### src/rtl/gpio_mux_pkg.sv
// constants, types and select decoding for the general-purpose pin mux
// assumes configuration words arrive already registered by their owners
`default_nettype none
package gpio_mux_pkg;
    localparam int NUM_GPI = 22;
    localparam int NUM_GPO = 24;
    localparam int NUM_DRIVE = 31;
    // pm i/o space offsets
    localparam logic [7:0] IN_LEVEL_OFS  = 8'h30;
    localparam logic [7:0] OUT_DRIVE_OFS = 8'h34;
    // general configuration bit positions
    localparam int CFG_EIO_BIT    = 0;
    localparam int CFG_DMA_LO_BIT = 8;
    localparam int CFG_RTC_BIT    = 14;
    localparam int CFG_ALERT_BIT  = 15;
    localparam int CFG_SERIAL_INTERRUPT_LINE_BIT = 16;
    localparam int CFG_SUSBC_BIT  = 17;
    localparam int CFG_CPUSTP_BIT = 18;
    localparam int CFG_PCISTP_BIT = 19;
    localparam int CFG_SLEEP_BIT  = 20;
    localparam int CFG_STAT1_BIT  = 21;
    localparam int CFG_STAT2_BIT  = 22;
    localparam int CFG_THERMAL_ALARM_INPUT_BIT   = 23;
    localparam int CFG_BATTERY_LOW_INPUT_BIT = 24;
    localparam int CFG_LID_BIT    = 25;
    localparam int CFG_RING_BIT   = 27;
    localparam int CFG_XBUS_BIT   = 28;
    localparam logic EIO_SEL      = 1'b0;
    // reset values
    localparam logic [31:0] CFG_RESET   = 32'h0000_0000;
    localparam logic [31:0] DRIVE_RESET = 32'h0000_0000;
    localparam logic [31:0] DATA_RESET  = 32'h0000_0000;
    localparam logic [NUM_GPI-1:0] SYNC_RESET = 22'h000000;

    typedef struct packed {
        logic [NUM_GPI-1:0] meta;
        logic [NUM_GPI-1:0] stable;
    } sync_state_t;

    // values that alternate functions want on shared output pins
    typedef struct packed {
        logic [6:0] upper_isa_address_lines;
        logic [2:0] dma_grant;
        logic       ext_intr_ctrl_acknowledge;
        logic       ext_intr_ctrl_chip_select;
        logic       timer_interrupt_output;
        logic       suspend_plane_b_control;
        logic       suspend_plane_c_control;
        logic       processor_clock_stop;
        logic       bus_clock_stop;
        logic       cache_sram_sleep;
        logic       suspend_status_one;
        logic       suspend_status_two;
        logic       xbus_transceiver_direction;
        logic       xbus_transceiver_output_enable;
    } alt_out_t;

    // shared input pins handed to alternate functions
    typedef struct packed {
        logic       io_channel_check;
        logic [2:0] dma_request;
        logic       ext_intr_ctrl_request;
        logic       clock_chip_interrupt_input;
        logic       serial_interrupt_line;
        logic       thermal_alarm_input;
        logic       battery_low_input;
        logic       lid_switch_input;
        logic       smbus_alert_input;
        logic       ring_indicate_input;
    } alt_in_t;

    localparam alt_in_t ALT_IN_IDLE = 12'hfff;

    // one bit per input pin, high when the pin is a plain input
    function automatic logic [NUM_GPI-1:0] gpi_select(
        input logic [31:0] cfg,
        input logic        ext_apic
    );
        logic [NUM_GPI-1:0] s;
        s = '1;
        s[0] = (cfg[CFG_EIO_BIT] == EIO_SEL);
        for (int k = 0; k < 3; k++) begin
            s[2+k] = ~cfg[CFG_DMA_LO_BIT+k];
        end
        s[5]  = ~ext_apic;
        s[6]  = ~cfg[CFG_RTC_BIT];
        s[7]  = ~cfg[CFG_SERIAL_INTERRUPT_LINE_BIT];
        s[8]  = cfg[CFG_THERMAL_ALARM_INPUT_BIT];
        s[9]  = cfg[CFG_BATTERY_LOW_INPUT_BIT];
        s[10] = cfg[CFG_LID_BIT];
        s[11] = cfg[CFG_ALERT_BIT];
        s[12] = cfg[CFG_RING_BIT];
        return s;
    endfunction

    // one bit per output pin, high when the pin follows the drive word
    function automatic logic [NUM_GPO-1:0] gpo_select(
        input logic [31:0] cfg,
        input logic        ext_apic
    );
        logic [NUM_GPO-1:0] s;
        s = '1;
        for (int k = 1; k < 8; k++) begin
            s[k] = (cfg[CFG_EIO_BIT] == EIO_SEL);
        end
        for (int k = 0; k < 3; k++) begin
            s[9+k] = ~cfg[CFG_DMA_LO_BIT+k];
        end
        s[14:12] = {3{~ext_apic}};
        s[16:15] = {2{cfg[CFG_SUSBC_BIT]}};
        s[17] = cfg[CFG_CPUSTP_BIT];
        s[18] = cfg[CFG_PCISTP_BIT];
        s[19] = cfg[CFG_SLEEP_BIT];
        s[20] = cfg[CFG_STAT1_BIT];
        s[21] = cfg[CFG_STAT2_BIT];
        s[23:22] = {2{cfg[CFG_XBUS_BIT]}};
        return s;
    endfunction

    localparam logic [NUM_GPO-1:0] GPO_DEFAULT_MASK =
        gpo_select(CFG_RESET, 1'b0);
endpackage
`default_nettype wire

### src/rtl/gpi_input_sync.sv
// two-flop synchroniser for all general-purpose input pins
// assumes pins are asynchronous to clk_sys
`timescale 1ns/1ns
`default_nettype none
module gpi_input_sync
    import gpio_mux_pkg::*;
(
    // clock and reset
    input  wire logic               clk_sys,
    input  wire logic               reset_n,
    // pins in, settled levels out
    input  wire logic [NUM_GPI-1:0] pin_raw,
    output var  logic [NUM_GPI-1:0] pin_stable
);
    sync_state_t st_q;
    sync_state_t st_d;

    // meta stage feeds only the stable stage
    always_comb begin
        st_d        = st_q;
        st_d.meta   = pin_raw;
        st_d.stable = st_q.meta;
    end

    always_ff @(posedge clk_sys) begin
        if (!reset_n) begin
            st_q <= '{meta: SYNC_RESET, stable: SYNC_RESET};
        end else begin
            st_q <= st_d;
        end
    end

    assign pin_stable = st_q.stable;
endmodule
`default_nettype wire

### src/rtl/general_purpose_io_pin_mux.sv
// general-purpose input/output pin mux with its two pm i/o registers
// assumes config words come registered from their owners, and that
// the i/o port offset is already relative to the pm i/o base
`timescale 1ns/1ns
`default_nettype none
module general_purpose_io_pin_mux
    import gpio_mux_pkg::*;
#(
    parameter logic [31:0] DRIVE_INIT = DRIVE_RESET
)(
    // clock and reset
    input  wire logic               clk_sys,
    input  wire logic               reset_n,
    // pm i/o register port
    input  wire logic               io_sel,
    input  wire logic               io_write,
    input  wire logic [7:0]         io_addr,
    input  wire logic [3:0]         io_be,
    input  wire logic [31:0]        io_wdata,
    output var  logic [31:0]        io_rdata,
    output var  logic               io_ready,
    // configuration from elsewhere in the bridge
    input  wire logic [31:0]        gen_config,
    input  wire logic               xbus_ext_apic,
    input  wire logic               core_power_good,
    // pins
    input  wire logic [NUM_GPI-1:0] gpi_pin,
    output var  logic [NUM_GPO-1:0] gpo_pin,
    // alternate function side
    input  wire alt_out_t           alt_out,
    output var  alt_in_t            alt_in,
    output var  logic               pm_input1_low
);
    typedef struct packed {
        logic [31:0]        cfg;
        logic               ext_apic;
        logic [NUM_DRIVE-1:0] drive;
        logic [NUM_GPO-1:0] pins;
        logic [NUM_GPI-1:0] level;
        alt_in_t            alt_in;
        logic               in1_low;
        logic [31:0]        rdata;
        logic               ready;
    } mux_state_t;

    localparam mux_state_t STATE_RESET = '{
        cfg:      CFG_RESET,
        ext_apic: 1'b0,
        drive:    DRIVE_INIT[NUM_DRIVE-1:0],
        pins:     DRIVE_INIT[NUM_GPO-1:0] & GPO_DEFAULT_MASK,
        level:    SYNC_RESET,
        alt_in:   ALT_IN_IDLE,
        in1_low:  1'b1,
        rdata:    DATA_RESET,
        ready:    1'b0
    };

    mux_state_t         st_q;
    mux_state_t         st_d;
    logic [NUM_GPI-1:0] in_stable;
    logic [NUM_GPI-1:0] in_sel;
    logic [NUM_GPO-1:0] out_sel;
    logic [NUM_GPO-1:0] alt_pins;

    gpi_input_sync u_sync (
        .clk_sys    (clk_sys),
        .reset_n    (reset_n),
        .pin_raw    (gpi_pin),
        .pin_stable (in_stable)
    );

    // alternate output values placed at their pin positions
    function automatic logic [NUM_GPO-1:0] alt_to_pins(input alt_out_t a);
        logic [NUM_GPO-1:0] v;
        v        = '0;
        v[7:1]   = a.upper_isa_address_lines;
        v[11:9]  = a.dma_grant;
        v[12]    = a.ext_intr_ctrl_acknowledge;
        v[13]    = a.ext_intr_ctrl_chip_select;
        v[14]    = a.timer_interrupt_output;
        v[15]    = a.suspend_plane_b_control;
        v[16]    = a.suspend_plane_c_control;
        v[17]    = a.processor_clock_stop;
        v[18]    = a.bus_clock_stop;
        v[19]    = a.cache_sram_sleep;
        v[20]    = a.suspend_status_one;
        v[21]    = a.suspend_status_two;
        v[22]    = a.xbus_transceiver_direction;
        v[23]    = a.xbus_transceiver_output_enable;
        return v;
    endfunction

    // unselected alternate inputs rest at their inactive high level
    function automatic alt_in_t route_alt(
        input logic [NUM_GPI-1:0] p,
        input logic [NUM_GPI-1:0] s
    );
        logic [NUM_GPI-1:0] q;
        alt_in_t            r;
        q = p | s;
        r.io_channel_check           = q[0];
        r.dma_request                = q[4:2];
        r.ext_intr_ctrl_request      = q[5];
        r.clock_chip_interrupt_input = q[6];
        r.serial_interrupt_line      = q[7];
        r.thermal_alarm_input        = q[8];
        r.battery_low_input          = q[9];
        r.lid_switch_input           = q[10];
        r.smbus_alert_input          = q[11];
        r.ring_indicate_input        = q[12];
        return r;
    endfunction

    // selects come from the registered config, so a config change lands two
    // clocks later on the pins; that keeps pin glitches off bus timing
    assign in_sel   = gpi_select(st_q.cfg, st_q.ext_apic);
    assign out_sel  = gpo_select(st_q.cfg, st_q.ext_apic);
    assign alt_pins = alt_to_pins(alt_out);

    always_comb begin
        st_d          = st_q;
        st_d.cfg      = gen_config;
        st_d.ext_apic = xbus_ext_apic;
        st_d.ready    = io_sel;
        // shared inputs read zero while owned by their function
        st_d.level    = in_stable & in_sel;
        st_d.in1_low  = ~in_stable[1];
        st_d.alt_in   = route_alt(in_stable, in_sel);
        // register writes, byte lanes honoured
        if (io_sel && io_write && io_addr == OUT_DRIVE_OFS) begin
            for (int b = 0; b < 4; b++) begin
                if (io_be[b]) begin
                    for (int i = 0; i < 8; i++) begin
                        if (8*b + i < NUM_DRIVE) begin
                            st_d.drive[8*b+i] = io_wdata[8*b+i];
                        end
                    end
                end
            end
        end
        // reads answer one clock later; unmapped offsets read zero
        st_d.rdata = DATA_RESET;
        if (io_sel && !io_write) begin
            if (io_addr == IN_LEVEL_OFS) begin
                st_d.rdata[NUM_GPI-1:0] = st_q.level;
            end else if (io_addr == OUT_DRIVE_OFS) begin
                st_d.rdata[NUM_DRIVE-1:0] = st_q.drive;
            end
        end
        // pins: drive word where selected, else the alt function
        for (int i = 0; i < NUM_GPO; i++) begin
            if (out_sel[i]) begin
                st_d.pins[i] = st_q.drive[i];
            end else begin
                st_d.pins[i] = alt_pins[i];
            end
        end
        // other buffers lose power; only output 8 has a defined level
        if (!core_power_good) begin
            st_d.pins[8] = 1'b0;
        end
    end

    always_ff @(posedge clk_sys) begin
        if (!reset_n) begin
            st_q <= STATE_RESET;
        end else begin
            st_q <= st_d;
        end
    end

    assign io_rdata      = st_q.rdata;
    assign io_ready      = st_q.ready;
    assign gpo_pin       = st_q.pins;
    assign alt_in        = st_q.alt_in;
    assign pm_input1_low = st_q.in1_low;
endmodule
`default_nettype wire

### config.mk
export PLATFORM = sky130hd
export DESIGN_NAME = general_purpose_io_pin_mux
export DESIGN_NICKNAME = d
export VERILOG_FILES = /design/src/rtl/gpio_mux_pkg.sv /design/src/rtl/gpi_input_sync.sv /design/src/rtl/general_purpose_io_pin_mux.sv
export SDC_FILE = /design/constraint.sdc
export NUM_CORES = 1
export LEC_CHECK = 0
export BUFFER_PORTS_ARGS = -buffer_cell sky130_fd_sc_hd__clkbuf_2
export CAP_MARGIN = 0
export CORE_MARGIN = 3
export CORE_UTILIZATION = 51
export CTS_CLUSTER_SIZE = 25
export DETAILED_ROUTE_END_ITERATION = 10
export GPL_TIMING_DRIVEN = 0
export PLACE_DENSITY = 0.82
export REMOVE_ABC_BUFFERS = 1
export SLEW_MARGIN = 40
export SYNTH_ARGS = -nofsm -noshare
export SYNTH_HDL_FRONTEND = slang
export SYNTH_SLANG_ARGS = --single-unit
### constraint.sdc
create_clock -name clk_sys -period 1.5 [get_ports clk_sys]
set_clock_uncertainty 0.2 [all_clocks]
set_input_delay 0.075 -clock clk_sys [delete_from_list [all_inputs] [get_ports clk_sys]]
set_output_delay 0.075 -clock clk_sys [all_outputs]
set_load 0.01 [all_outputs]
; After elaboration in Yosys (flattened, before gate mapping)
; Index checks and enable logic that the tools add are counted.
[totals]
register_bits = 197
inputBits = 126
elab_cells = 76
[op_classes]
eq_ne = 2
muxes = 24
bitwise_logic = 13
n_reduce_logical = 11
[ops]
columns = op, n
row1 = 31-bit two-way mux, 1
row2 = 22-bit bitwise AND, 1
row3 = 1-bit two-way mux, 22
row4 = 22-bit two-way mux, 1
row5 = "8-bit by 6-bit equality test with 1-bit output, second input constant", 2
row6 = 13-bit bitwise OR, 1
row7 = 2-bit AND reduction, 6
row8 = 1-bit inverter, 11
row9 = 4-bit OR reduction, 1
row10 = 1-bit logical AND, 3
row11 = 1-bit zero test, 1

; Logic depth before layout (Yosys ltp)
; Gate-level depths: netlist (run 1).
[depth]
depth_word = 4
depth_mapped = 5
ltp_nobuf = 3

; Modules after synthesis
; From an unflattened synthesis (run 1), not the netlist that was laid out.
[unflattened]
hier_cells = 588
hier_area_um2 = 6421.2
[modules_own_cells]
columns = mod, n_inst, cells_per_inst, area_per_inst_um2, seq_area_each_um2
row1 = general_purpose_io_pin_mux, 1, 496, 5190.0, 2822.7
row2 = gpi_input_sync, 1, 92, 1231.2, 880.8

; Worst setup path before layout (run 1)
; OpenSTA, ideal clock, no wires.
[synth_timing]
path_type = input -> register
from = input io_addr[1]
to = register st_q (netlist bit st_d[68])
setup_ps = 127
t_arrival_ps = 1005
required_time_ps = 1173
path_slack_ps = 168
path_stages = 3
path_buffers = 0
cell_sequence = nor4b_4 nand4_2 mux2i_1
[synth_via]
elab_chain_len = 3
[synth_rtl]
columns = element, line_no
row1 = "start, declared", general_purpose_io_pin_mux.sv:17  ; input wire logic [7:0] io_addr,
row2 = 8-bit by 6-bit equality test with 1-bit output, general_purpose_io_pin_mux.sv:130  ; if (io_sel && io_write && io_addr == OUT_DRIVE_OFS) begin
row3 = 1-bit logical AND, general_purpose_io_pin_mux.sv:130
row4 = 2-bit AND reduction (no source line), --
row5 = "end signal, assigned", general_purpose_io_pin_mux.sv:168  ; st_q <= st_d;
row6 = "end, declared", general_purpose_io_pin_mux.sv:58  ; mux_state_t st_q;
; No other way between the ends.
; A chain may end at the register's enable or synchronous reset.

; Worst setup path in the final report (run 1)
[layout_timing]
from = input reset_n
to = register st_q (netlist bit alt_in[9])
[layout_rtl]
columns = element, line_no
row1 = "start, declared", general_purpose_io_pin_mux.sv:13  ; input wire logic reset_n,
; No word-level cell between the ends.

==> flow_summary.json, run 1 <==
{
  "outcome": "completed",
  "rsz0062_at_grt": "true",
  "p_clk_share_pct": 46.6,
  "weighted_congestion_reported_at_the_end_of_routability_driven_placement": 0.754,
  "cts_tree": "built",
  "cts_max_level": 4,
  "combinationalPowerShare_pct": 7.3,
  "irDropWorstVdd_uv": 842,
  "cellLeakagePower_nw": 4.32,
  "drt-vias-per-instance": 4.68,
  "layout_common_cells": "sky130_fd_sc_hd__dfxtp_1, sky130_fd_sc_hd__clkbuf_2, sky130_fd_sc_hd__dlygate4sd3_1",
  "wire_length_of_the_first_global_routing_pass_um": 25800,
  "synth_seq_area_share_pct": 58.2,
  "achievable-frequency_mhz": 680,
  "post-cts-setup-buffer-count": 0,
  "cts-root-buf": "sky130_fd_sc_hd__clkbuf_16",
  "synth_top_area_share_pct": 58.2,
  "wirelength_um": 16100,
  "power_switching_share_pct": 19.8,
  "cpPeakStageDelay_ns": 0.86,
  "synthToLayoutAreaGrowth_pct": 41.9,
  "cts_buffers": 17,
  "switchingPower_mw": 2.19,
  "synth.top_cells.by_area": "sky130_fd_sc_hd__dfxtp_1, sky130_fd_sc_hd__mux2i_1, sky130_fd_sc_hd__buf_4",
  "max_slew_margin_pct": 62.4,
  "grt_start_max_net_pins": 116,
  "start_kind": "input pin",
  "fin_area_um2": 9030,
  "remaining_drc_errors": 0,
  "grt_pass1_vias": 5179,
  "mostFrequentLayoutCell": "sky130_fd_sc_hd__dfxtp_1",
  "ant_nets": 0,
  "internal_power_mw": 8.87,
  "firstDrtPassIters": 4,
  "synth.cell_area_um2": 6360,
  "timing.critical_path.max_delay_family": "buffers and inverters",
  "antenna-diode-count": 0,
  "detailedPlacementHpwl_um": 8070,
  "mean_syn_cell_area_um2": 10.8,
  "criticalPathCategory": "in2reg",
  "crit_path_cell_trace": "clkbuf_8 > buf_12 > dlygate4sd3_1 > nand3b_1",
  "postPlaceCellArea_um2": 6900,
  "synth_top_cell_by_area": "sky130_fd_sc_hd__dfxtp_1",
  "clockBufferDepth": 2,
  "worst_ep_required_time_ns": 1.58,
  "route.detailed.wl_per_inst_um": 15.9,
  "fp.coreArea_um2": 12100,
  "hold_start": "io_addr[3]",
  "final_max_slew_viol_count": 0,
  "grt.overflow.total": 0,
  "drt_first_iter_violations": 228,
  "buffer_ports.inserted": 179,
  "worst-slew-pin-transition_ns": 0.563,
  "timing.critical_path.from": "reset_n",
  "synthDistinctLibCells": 20,
  "number_of_placement_rows": 40,
  "synth_warnings": 0,
  "drive_above_1_share_pct": 26.3,
  "seq_cells_post_synth": 185,
  "grt_util_all_layers_pct": 23.6,
  "num_vias": 4733,
  "worstSetupEndpointType": "register",
  "setup_viol": 0,
  "design.die.area_um2": 13900,
  "report.final.hold_viol_count": 0,
  "num-fill-cells": 754,
  "crit_arrival_ns": 1.55,
  "regArea_um2": 3710,
  "die_h_um": 118,
  "timing.final.crit_period_ns": 1.47,
  "multi_input_gate_area_um2": 2040,
  "worstSkewPairLatency_ns": 0.42,
  "tritoncts_num_sinks": 185,
  "r2r_start": "st_q[133]",
  "crit_buf_inv": 3,
  "min_path_type": "in2reg",
  "floorplan.initialDensity_pct": 52.5,
  "clk_transition_reported_paths_ns": 0.06,
  "design.portCount": 196,
  "share_seq_of_total_power_pct": 46.2,
  "holdWs_ns": 0.00759,
  "antenna_violations_before_repair": 0,
  "chipWidth_um": 118,
  "num-nets-final": 958,
  "max-cap-violations": 0,
  "crit_slowest_cell": "sky130_fd_sc_hd__dlygate4sd3_1",
  "final_core_util_pct": 74.5,
  "power_density_nw_per_um2": 1230,
  "timing.final.crit_share_pct": 98.0,
  "synthCells": 589,
  "worstPathMaxFanout": 31
}
[synthesized netlist by cell type]
cell type	n
sky130_fd_sc_hd__nand3b_1	7
sky130_fd_sc_hd__nor2b_1	22
sky130_fd_sc_hd__nand2_1	68
sky130_fd_sc_hd__conb_1	1
sky130_fd_sc_hd__and2_1	73
sky130_fd_sc_hd__and3_1	15
sky130_fd_sc_hd__clkbuf_1	24
sky130_fd_sc_hd__and3b_1	7
sky130_fd_sc_hd__nor2_1	27
sky130_fd_sc_hd__and4b_1	1
sky130_fd_sc_hd__mux2i_1	75
sky130_fd_sc_hd__nor4b_4	1
sky130_fd_sc_hd__inv_1	2
sky130_fd_sc_hd__nor4bb_1	1
sky130_fd_sc_hd__buf_4	68
sky130_fd_sc_hd__nand4b_1	1
sky130_fd_sc_hd__buf_2	6
sky130_fd_sc_hd__dfxtp_1	185
sky130_fd_sc_hd__and2_0	1
sky130_fd_sc_hd__nand4_2	4
[worst min-delay path: stages]
cell and delay, ns:
sky130_fd_sc_hd__clkbuf_2 0.10, sky130_fd_sc_hd__nor4b_4 0.07, sky130_fd_sc_hd__nand4b_1 0.26, sky130_fd_sc_hd__nor2_1 0.08
[power groups by stage]
stage / clock (mW) / sequential, mW / combinational, mW
final: 5.15 / 5.11 / 0.806
after floorplan: 0 / 5.22 / 0.162
after detailed placement: 0 / 5.21 / 0.479
after CTS: 5.20 / 5.10 / 0.781
after global routing: 5.42 / 5.12 / 0.869
after global placement: 0 / 5.20 / 0.466
[through the flow]
stage	instances	worst slack [ns]	power, mW	TNS, ns
6_report	1012	0.0300	11.1	0
5_1_grt	1012	-0.0229	11.4	-0.0242
4_1_cts	1012	0.0303	11.1	0
3_5_place_dp	841	-0.554	5.69	-24.56
3_3_place_gp	838	-3.06	5.67	-251.84
2_1_floorplan	491	-0.542	5.38	-23.32
[layer usage]
metal	up-vias	part of all wire [%]	GRT usage, %
met5	-	0	0
met4	0	3.0	10.8
met3	47	6.0	7.21
met2	167	52	43.9
met1	2222	38	24.2
li1	2297	-	-
[final timing paths]
kind	endpoint	slack [ns]	cells after the start
max	alt_in[9]	0.03	4
min	io_rdata[17]	0.008	4
max reg2reg	gpo_pin[10]	0.04	3
min reg2reg	pm_input1_low	0.20	1
[logic make-up after synthesis]
family	after synthesis	synth area share (%)
other	1	0.0589
muxes	75	11.8
buffers and inverters	100	10.0
and+or+nand+nor	228	19.9
DFF	185	58.2
[sequential cells by signal, summed over array words and instances, names as in the netlist]
name               cells
alt_in                12
io_rdata              31
pm_input1_low          1
out_sel                7
st_q                  59
in_sel                 5
gpo_pin               24
u_sync.pin_stable     22
u_sync.st_d           22
io_ready               1
st_d                   1
[area by class of cell]
class | instances | share of cell area [%]
clock buffers | 19 | 4.91
inverters | 2 | 0.0832
repair buffers | 322 | 26.3
well taps | 168 | 2.33
clock inverters | 12 | 2.73
multi-input cells | 304 | 22.6
flip-flops and latches | 185 | 41.1
[repair_timing]
item                       in CTS  in global routing
setup endpoints to repair      27                  3
resized for setup               2                  2
hold buffers                  140                  0
hold endpoints to repair      146                  0
cloned                          0                  0
Note: power is estimated with default switching activity, not from simulation.
==> inputs of run 2 (changes only) <==
- MAX_ROUTING_LAYER: unset -> met4
- clock period: 1.5 -> 1.4 ns (I/O delays scaled with it)
==> flow_summary.json, run 2 (synthesis results as in run 1) <==
{
  "antenna_violations_before_repair": 0,
  "regMostFlops": "st_q",
  "start_kind": "input pin",
  "drive_above_1_share_pct": 27.4,
  "setup.reg_to_reg.worst_slack_ns": 0.02,
  "grt_util_all_layers_pct": 24.5,
  "setup_viol": 1,
  "drt-vias-per-instance": 4.73,
  "worst_ep_required_time_ns": 1.52,
  "regArea_um2": 3720,
  "design.portCount": 196,
  "worstSkewPairLatency_ns": 0.42,
  "weighted_congestion_reported_at_the_end_of_routability_driven_placement": 0.764,
  "num_vias": 4866,
  "max_slew_margin_pct": 63.5,
  "mostFrequentLayoutCell": "sky130_fd_sc_hd__clkbuf_2",
  "floorplan.initialDensity_pct": 52.5,
  "timing.final.crit_share_pct": 100,
  "chipWidth_um": 118,
  "irDropWorstVdd_uv": 905,
  "r2r_start": "st_q[97]",
  "grt.overflow.total": 0,
  "power_density_nw_per_um2": 1290,
  "cts_tree": "built",
  "final_max_slew_viol_count": 0,
  "final_core_util_pct": 76.0,
  "achievable-frequency_mhz": 711,
  "cellLeakagePower_nw": 4.39,
  "die_h_um": 118,
  "firstDrtPassIters": 4,
  "num-fill-cells": 734,
  "crit_slowest_cell": "sky130_fd_sc_hd__dlygate4sd3_1",
  "cts-root-buf": "sky130_fd_sc_hd__clkbuf_16",
  "route.detailed.wl_per_inst_um": 15.9,
  "fp.coreArea_um2": 12100,
  "clockBufferDepth": 2,
  "antenna-diode-count": 0,
  "final_critical_path_setup_slack_ns": -0.00611,
  "outcome": "finished with violations",
  "cpPeakStageDelay_ns": 0.57,
  "fin_tns_setup_ns": -0.00611,
  "cts_max_level": 4,
  "tritoncts_num_sinks": 185,
  "fin_area_um2": 9210,
  "wire_length_of_the_first_global_routing_pass_um": 26200,
  "remaining_drc_errors": 0,
  "crit_arrival_ns": 1.53,
  "detailedPlacementHpwl_um": 8070,
  "holdWs_ns": -0.0456,
  "buffer_ports.inserted": 179,
  "cts_buffers": 17,
  "timing.critical_path.from": "io_wdata[7]",
  "worst-slew-pin-transition_ns": 0.547,
  "layout_common_cells": "sky130_fd_sc_hd__clkbuf_2, sky130_fd_sc_hd__dfxtp_1, sky130_fd_sc_hd__dlygate4sd3_1",
  "crit_path_cell_trace": "dlygate4sd3_1 > clkbuf_2 > nand2_1 > dlygate4sd3_1 > mux2i_1",
  "synthToLayoutAreaGrowth_pct": 44.7,
  "design.die.area_um2": 13900,
  "multi_input_gate_area_um2": 2060,
  "num-nets-final": 974,
  "worstSetupEndpointType": "register",
  "violations": "hold timing, setup timing",
  "cpMostUsedCell": "sky130_fd_sc_hd__dlygate4sd3_1",
  "r2r_cells": 3,
  "clk_transition_reported_paths_ns": 0.07,
  "number_of_placement_rows": 40,
  "worstPathMaxFanout": 1,
  "largest_reg_flops": 59,
  "report.final.hold_viol_count": 17,
  "ant_nets": 0,
  "grt_start_max_net_pins": 116,
  "postPlaceCellArea_um2": 6900,
  "regToRegEndpoint": "io_rdata[5]",
  "detailedPlace.worstSlack_ns": -0.649,
  "max-cap-violations": 0,
  "cp-endpoint": "st_q[99]",
  "drt_first_iter_violations": 245,
  "wirelength_um": 16400,
  "grt_pass1_vias": 5289,
  "criticalPathCategory": "in2reg",
  "min_path_type": "in2reg",
  "timing.final.crit_period_ns": 1.41
}
==> run 2: worst min-delay path by stage <==
stage,slack [ns],to,startpoint,depth (start not counted)
2_1_floorplan,-0.07,alt_in[0],reset_n,1
3_3_place_gp,0.08,out_sel[19],gen_config[20],2
3_5_place_dp,0.08,u_sync.st_d[13],gpi_pin[13],2
4_1_cts,-0.10,alt_in[11],reset_n,2
5_1_grt,-0.05,alt_in[5],reset_n,2
6_report,-0.05,alt_in[5],reset_n,2
==> run 2: area by class of cell <==
type | instances | share of cell area, %
timing repair buffer | 338 | 27.4
multi-input combinational | 304 | 22.4
sequential | 185 | 40.4
inverter | 2 | 0.0815
clock buffer | 19 | 4.81
tap | 168 | 2.28
clock inverter | 12 | 2.68
==> run 2: routing by layer <==
layer	track usage, %	part of all wire (%)	up-vias
met5	-	0	-
li1	-	-	2336
met1	25.3	38	2299
met4	11.1	3.1	0
met2	44.0	54	187
met3	5.81	5.2	44
==> run 2: worst max-delay path, delay by kind of cell <==
| family | cells | cell delay (ns) |
|---|---|---|
| buffers and inverters | 3 | 1.23 |
| multiplexers | 1 | 0.20 |
| AND/OR/NAND/NOR | 1 | 0.04 |
==> run 2: report_power, final <==
part           internal [mW]  switching [mW]  leakage (nW)
clock network           3.57            1.94         0.337
logic                  0.543           0.339          2.54
registers               5.41          0.0618          1.52
total                   9.52            2.34          4.39
==> run 2: through the flow <==
step | total power, mW | cells | hold slack, ns
finish | 11.9 | 1028 | -0.0456
CTS | 11.9 | 1041 | -0.101
global route | 12.3 | 1028 | -0.0489
floorplan | 5.77 | 491 | -0.0681
detailed placement | 6.10 | 841 | 0.0799
global placement | 6.08 | 838 | 0.0759
==> run 2: what timing repair did <==
| item | in CTS | in global routing |
|---|---|---|
| endpoints found under the setup margin | 44 | 41 |
| pin swaps | 0 | 2 |
| cloned | 0 | 1 |
| hold buffers | 167 | 3 |
| buffers inserted | 2 | 4 |
| hold endpoints to repair | 150 | 13 |
| gates resized for setup | 5 | 13 |
==> inputs of run 3 (changes only) <==
- CORE_MARGIN: 3 -> 2
- SETUP_SLACK_MARGIN: unset -> 0.5
==> flow_summary.json, run 3 (synthesis results as in run 1) <==
{
  "outcome": "finished with violations",
  "violations": "hold timing",
  "antenna-diode-count": 0,
  "final_max_slew_viol_count": 0,
  "grt_start_max_net_pins": 125,
  "detailedPlace.worstSlack_ns": -0.674,
  "wire_length_of_the_first_global_routing_pass_um": 23400,
  "cts_max_level": 4,
  "timing.final.crit_period_ns": 1.18,
  "combinationalPowerShare_pct": 7.7,
  "switchingPower_mw": 2.42,
  "mostFrequentLayoutCell": "sky130_fd_sc_hd__dfxtp_1",
  "weighted_congestion_reported_at_the_end_of_routability_driven_placement": 0.792,
  "final_critical_path_setup_slack_ns": 0.224,
  "start_kind": "register",
  "setup_viol": 0,
  "internal_power_mw": 8.97,
  "cellLeakagePower_nw": 4.34,
  "rsz0062_at_grt": "true",
  "grt_util_all_layers_pct": 24.0,
  "design.die.area_um2": 13400,
  "floorplan.initialDensity_pct": 52.5,
  "share_seq_of_total_power_pct": 48.1,
  "drt_first_iter_violations": 224,
  "layout_common_cells": "sky130_fd_sc_hd__dfxtp_1, sky130_fd_sc_hd__clkbuf_2, sky130_fd_sc_hd__dlygate4sd3_1",
  "grtUsageMet1_pct": 23.5,
  "clockBufferDepth": 2,
  "ant_nets": 0,
  "achievable-frequency_mhz": 851,
  "die_h_um": 116,
  "detailedPlacementHpwl_um": 7810,
  "grt_pass1_vias": 4910,
  "cts_tree": "built",
  "cts_buffers": 17,
  "clk_transition_reported_paths_ns": 0.07,
  "hold_start": "io_be[3]",
  "cts-root-buf": "sky130_fd_sc_hd__clkbuf_16",
  "fin_tns_setup_ns": 0,
  "cts_hold_buffers": 96,
  "chipWidth_um": 116,
  "worst_ep_required_time_ns": 1.53,
  "buffer_ports.inserted": 179,
  "holdWs_ns": -0.114,
  "drive_above_1_share_pct": 38.9,
  "p_clk_share_pct": 44.2,
  "synthToLayoutAreaGrowth_pct": 47.4,
  "grt.overflow.total": 0,
  "wirelength_um": 17300,
  "route.detailed.wl_per_inst_um": 17.6,
  "firstDrtPassIters": 4,
  "irDropWorstVdd_uv": 875,
  "worstSkewPairLatency_ns": 0.43,
  "min_path_type": "in2reg",
  "antenna_violations_before_repair": 0,
  "max-cap-violations": 0,
  "report.final.hold_viol_count": 88,
  "most_congested_layer_reported_by_global_routing": "met2",
  "criticalPathCategory": "reg2reg",
  "timing.final.crit_share_pct": 84.0,
  "timing.critical_path.from": "st_q[124]",
  "worstPathMaxFanout": 4,
  "grt.met2_usage_pct": 43.2,
  "num-nets-final": 933,
  "fp.coreArea_um2": 12100,
  "num_vias": 4786,
  "crit_arrival_ns": 1.31,
  "setup.reg_to_reg.worst_slack_ns": 0.22,
  "power_switching_share_pct": 21.2,
  "number_of_placement_rows": 40,
  "groute.layer.met3.usage_pct": 6.54,
  "remaining_drc_errors": 0,
  "drt-vias-per-instance": 4.84,
  "power_density_nw_per_um2": 1210,
  "tritoncts_num_sinks": 185,
  "worstSetupEndpointType": "register",
  "regMostFlops": "st_q",
  "design.portCount": 196,
  "largest_reg_flops": 59,
  "r2r_start": "st_q[124]"
}
-- run 3: critical path, cell delays in order (launching register included) --
cell	delay (ns)
sky130_fd_sc_hd__dfxtp_4	0.36
sky130_fd_sc_hd__buf_12	0.14
sky130_fd_sc_hd__mux2i_4	0.18
sky130_fd_sc_hd__nor2b_1	0.21
-- run 3: cell type report --
| type | instances | area, µm² |
|---|---|---|
| flip-flops and latches | 185 | 3780 |
| fillers | 693 | 2730 |
| well taps | 168 | 210 |
| repair buffers | 296 | 2510 |
| clock inverters | 12 | 173 |
| clock buffers | 20 | 447 |
| inverters | 2 | 7.51 |
| multi-input cells | 305 | 2260 |
-- run 3: metal layers --
layer | routed length [µm] | share of wire [%]
met3 | 803 | 4.6
met2 | 9370 | 54
met4 | 673 | 3.9
met5 | 0 | 0
met1 | 6500 | 37
-- run 3: worst paths after layout --
| kind | depth (start not counted) | to |
|---|---|---|
| worst max register to register | 3 | gpo_pin[5] |
| worst max-delay path | 3 | gpo_pin[5] |
| worst min-delay path | 3 | st_q[122] |
| worst min register to register | 1 | alt_in[9] |
-- run 3: per-stage QoR --
step                total power, mW  utilization, %  area (µm²)  std cells
floorplan                      5.77               -        5730        491
global route                   11.7            77.5        9380        988
detailed placement             6.10            57.0        6900        841
finish                         11.4            77.5        9380        988
CTS                            11.3            73.2        8860        984
global placement               6.07            56.5        6840        838
-- run 3: what timing repair did --
item	in CTS	in global routing
hold endpoints to repair	133	85
setup buffers	12	3
gates cloned	3	1
pin swaps	37	5
endpoints found under the setup margin	154	191
gates resized for setup	70	182
-- run 3: power by group through the flow --
stage	registers, mW	logic, mW	clock network (mW)
6_report	5.48	0.877	5.03
2_1_floorplan	5.59	0.174	0
3_5_place_dp	5.58	0.512	0
3_3_place_gp	5.58	0.495	0
5_1_grt	5.48	0.934	5.32
4_1_cts	5.46	0.772	5.06
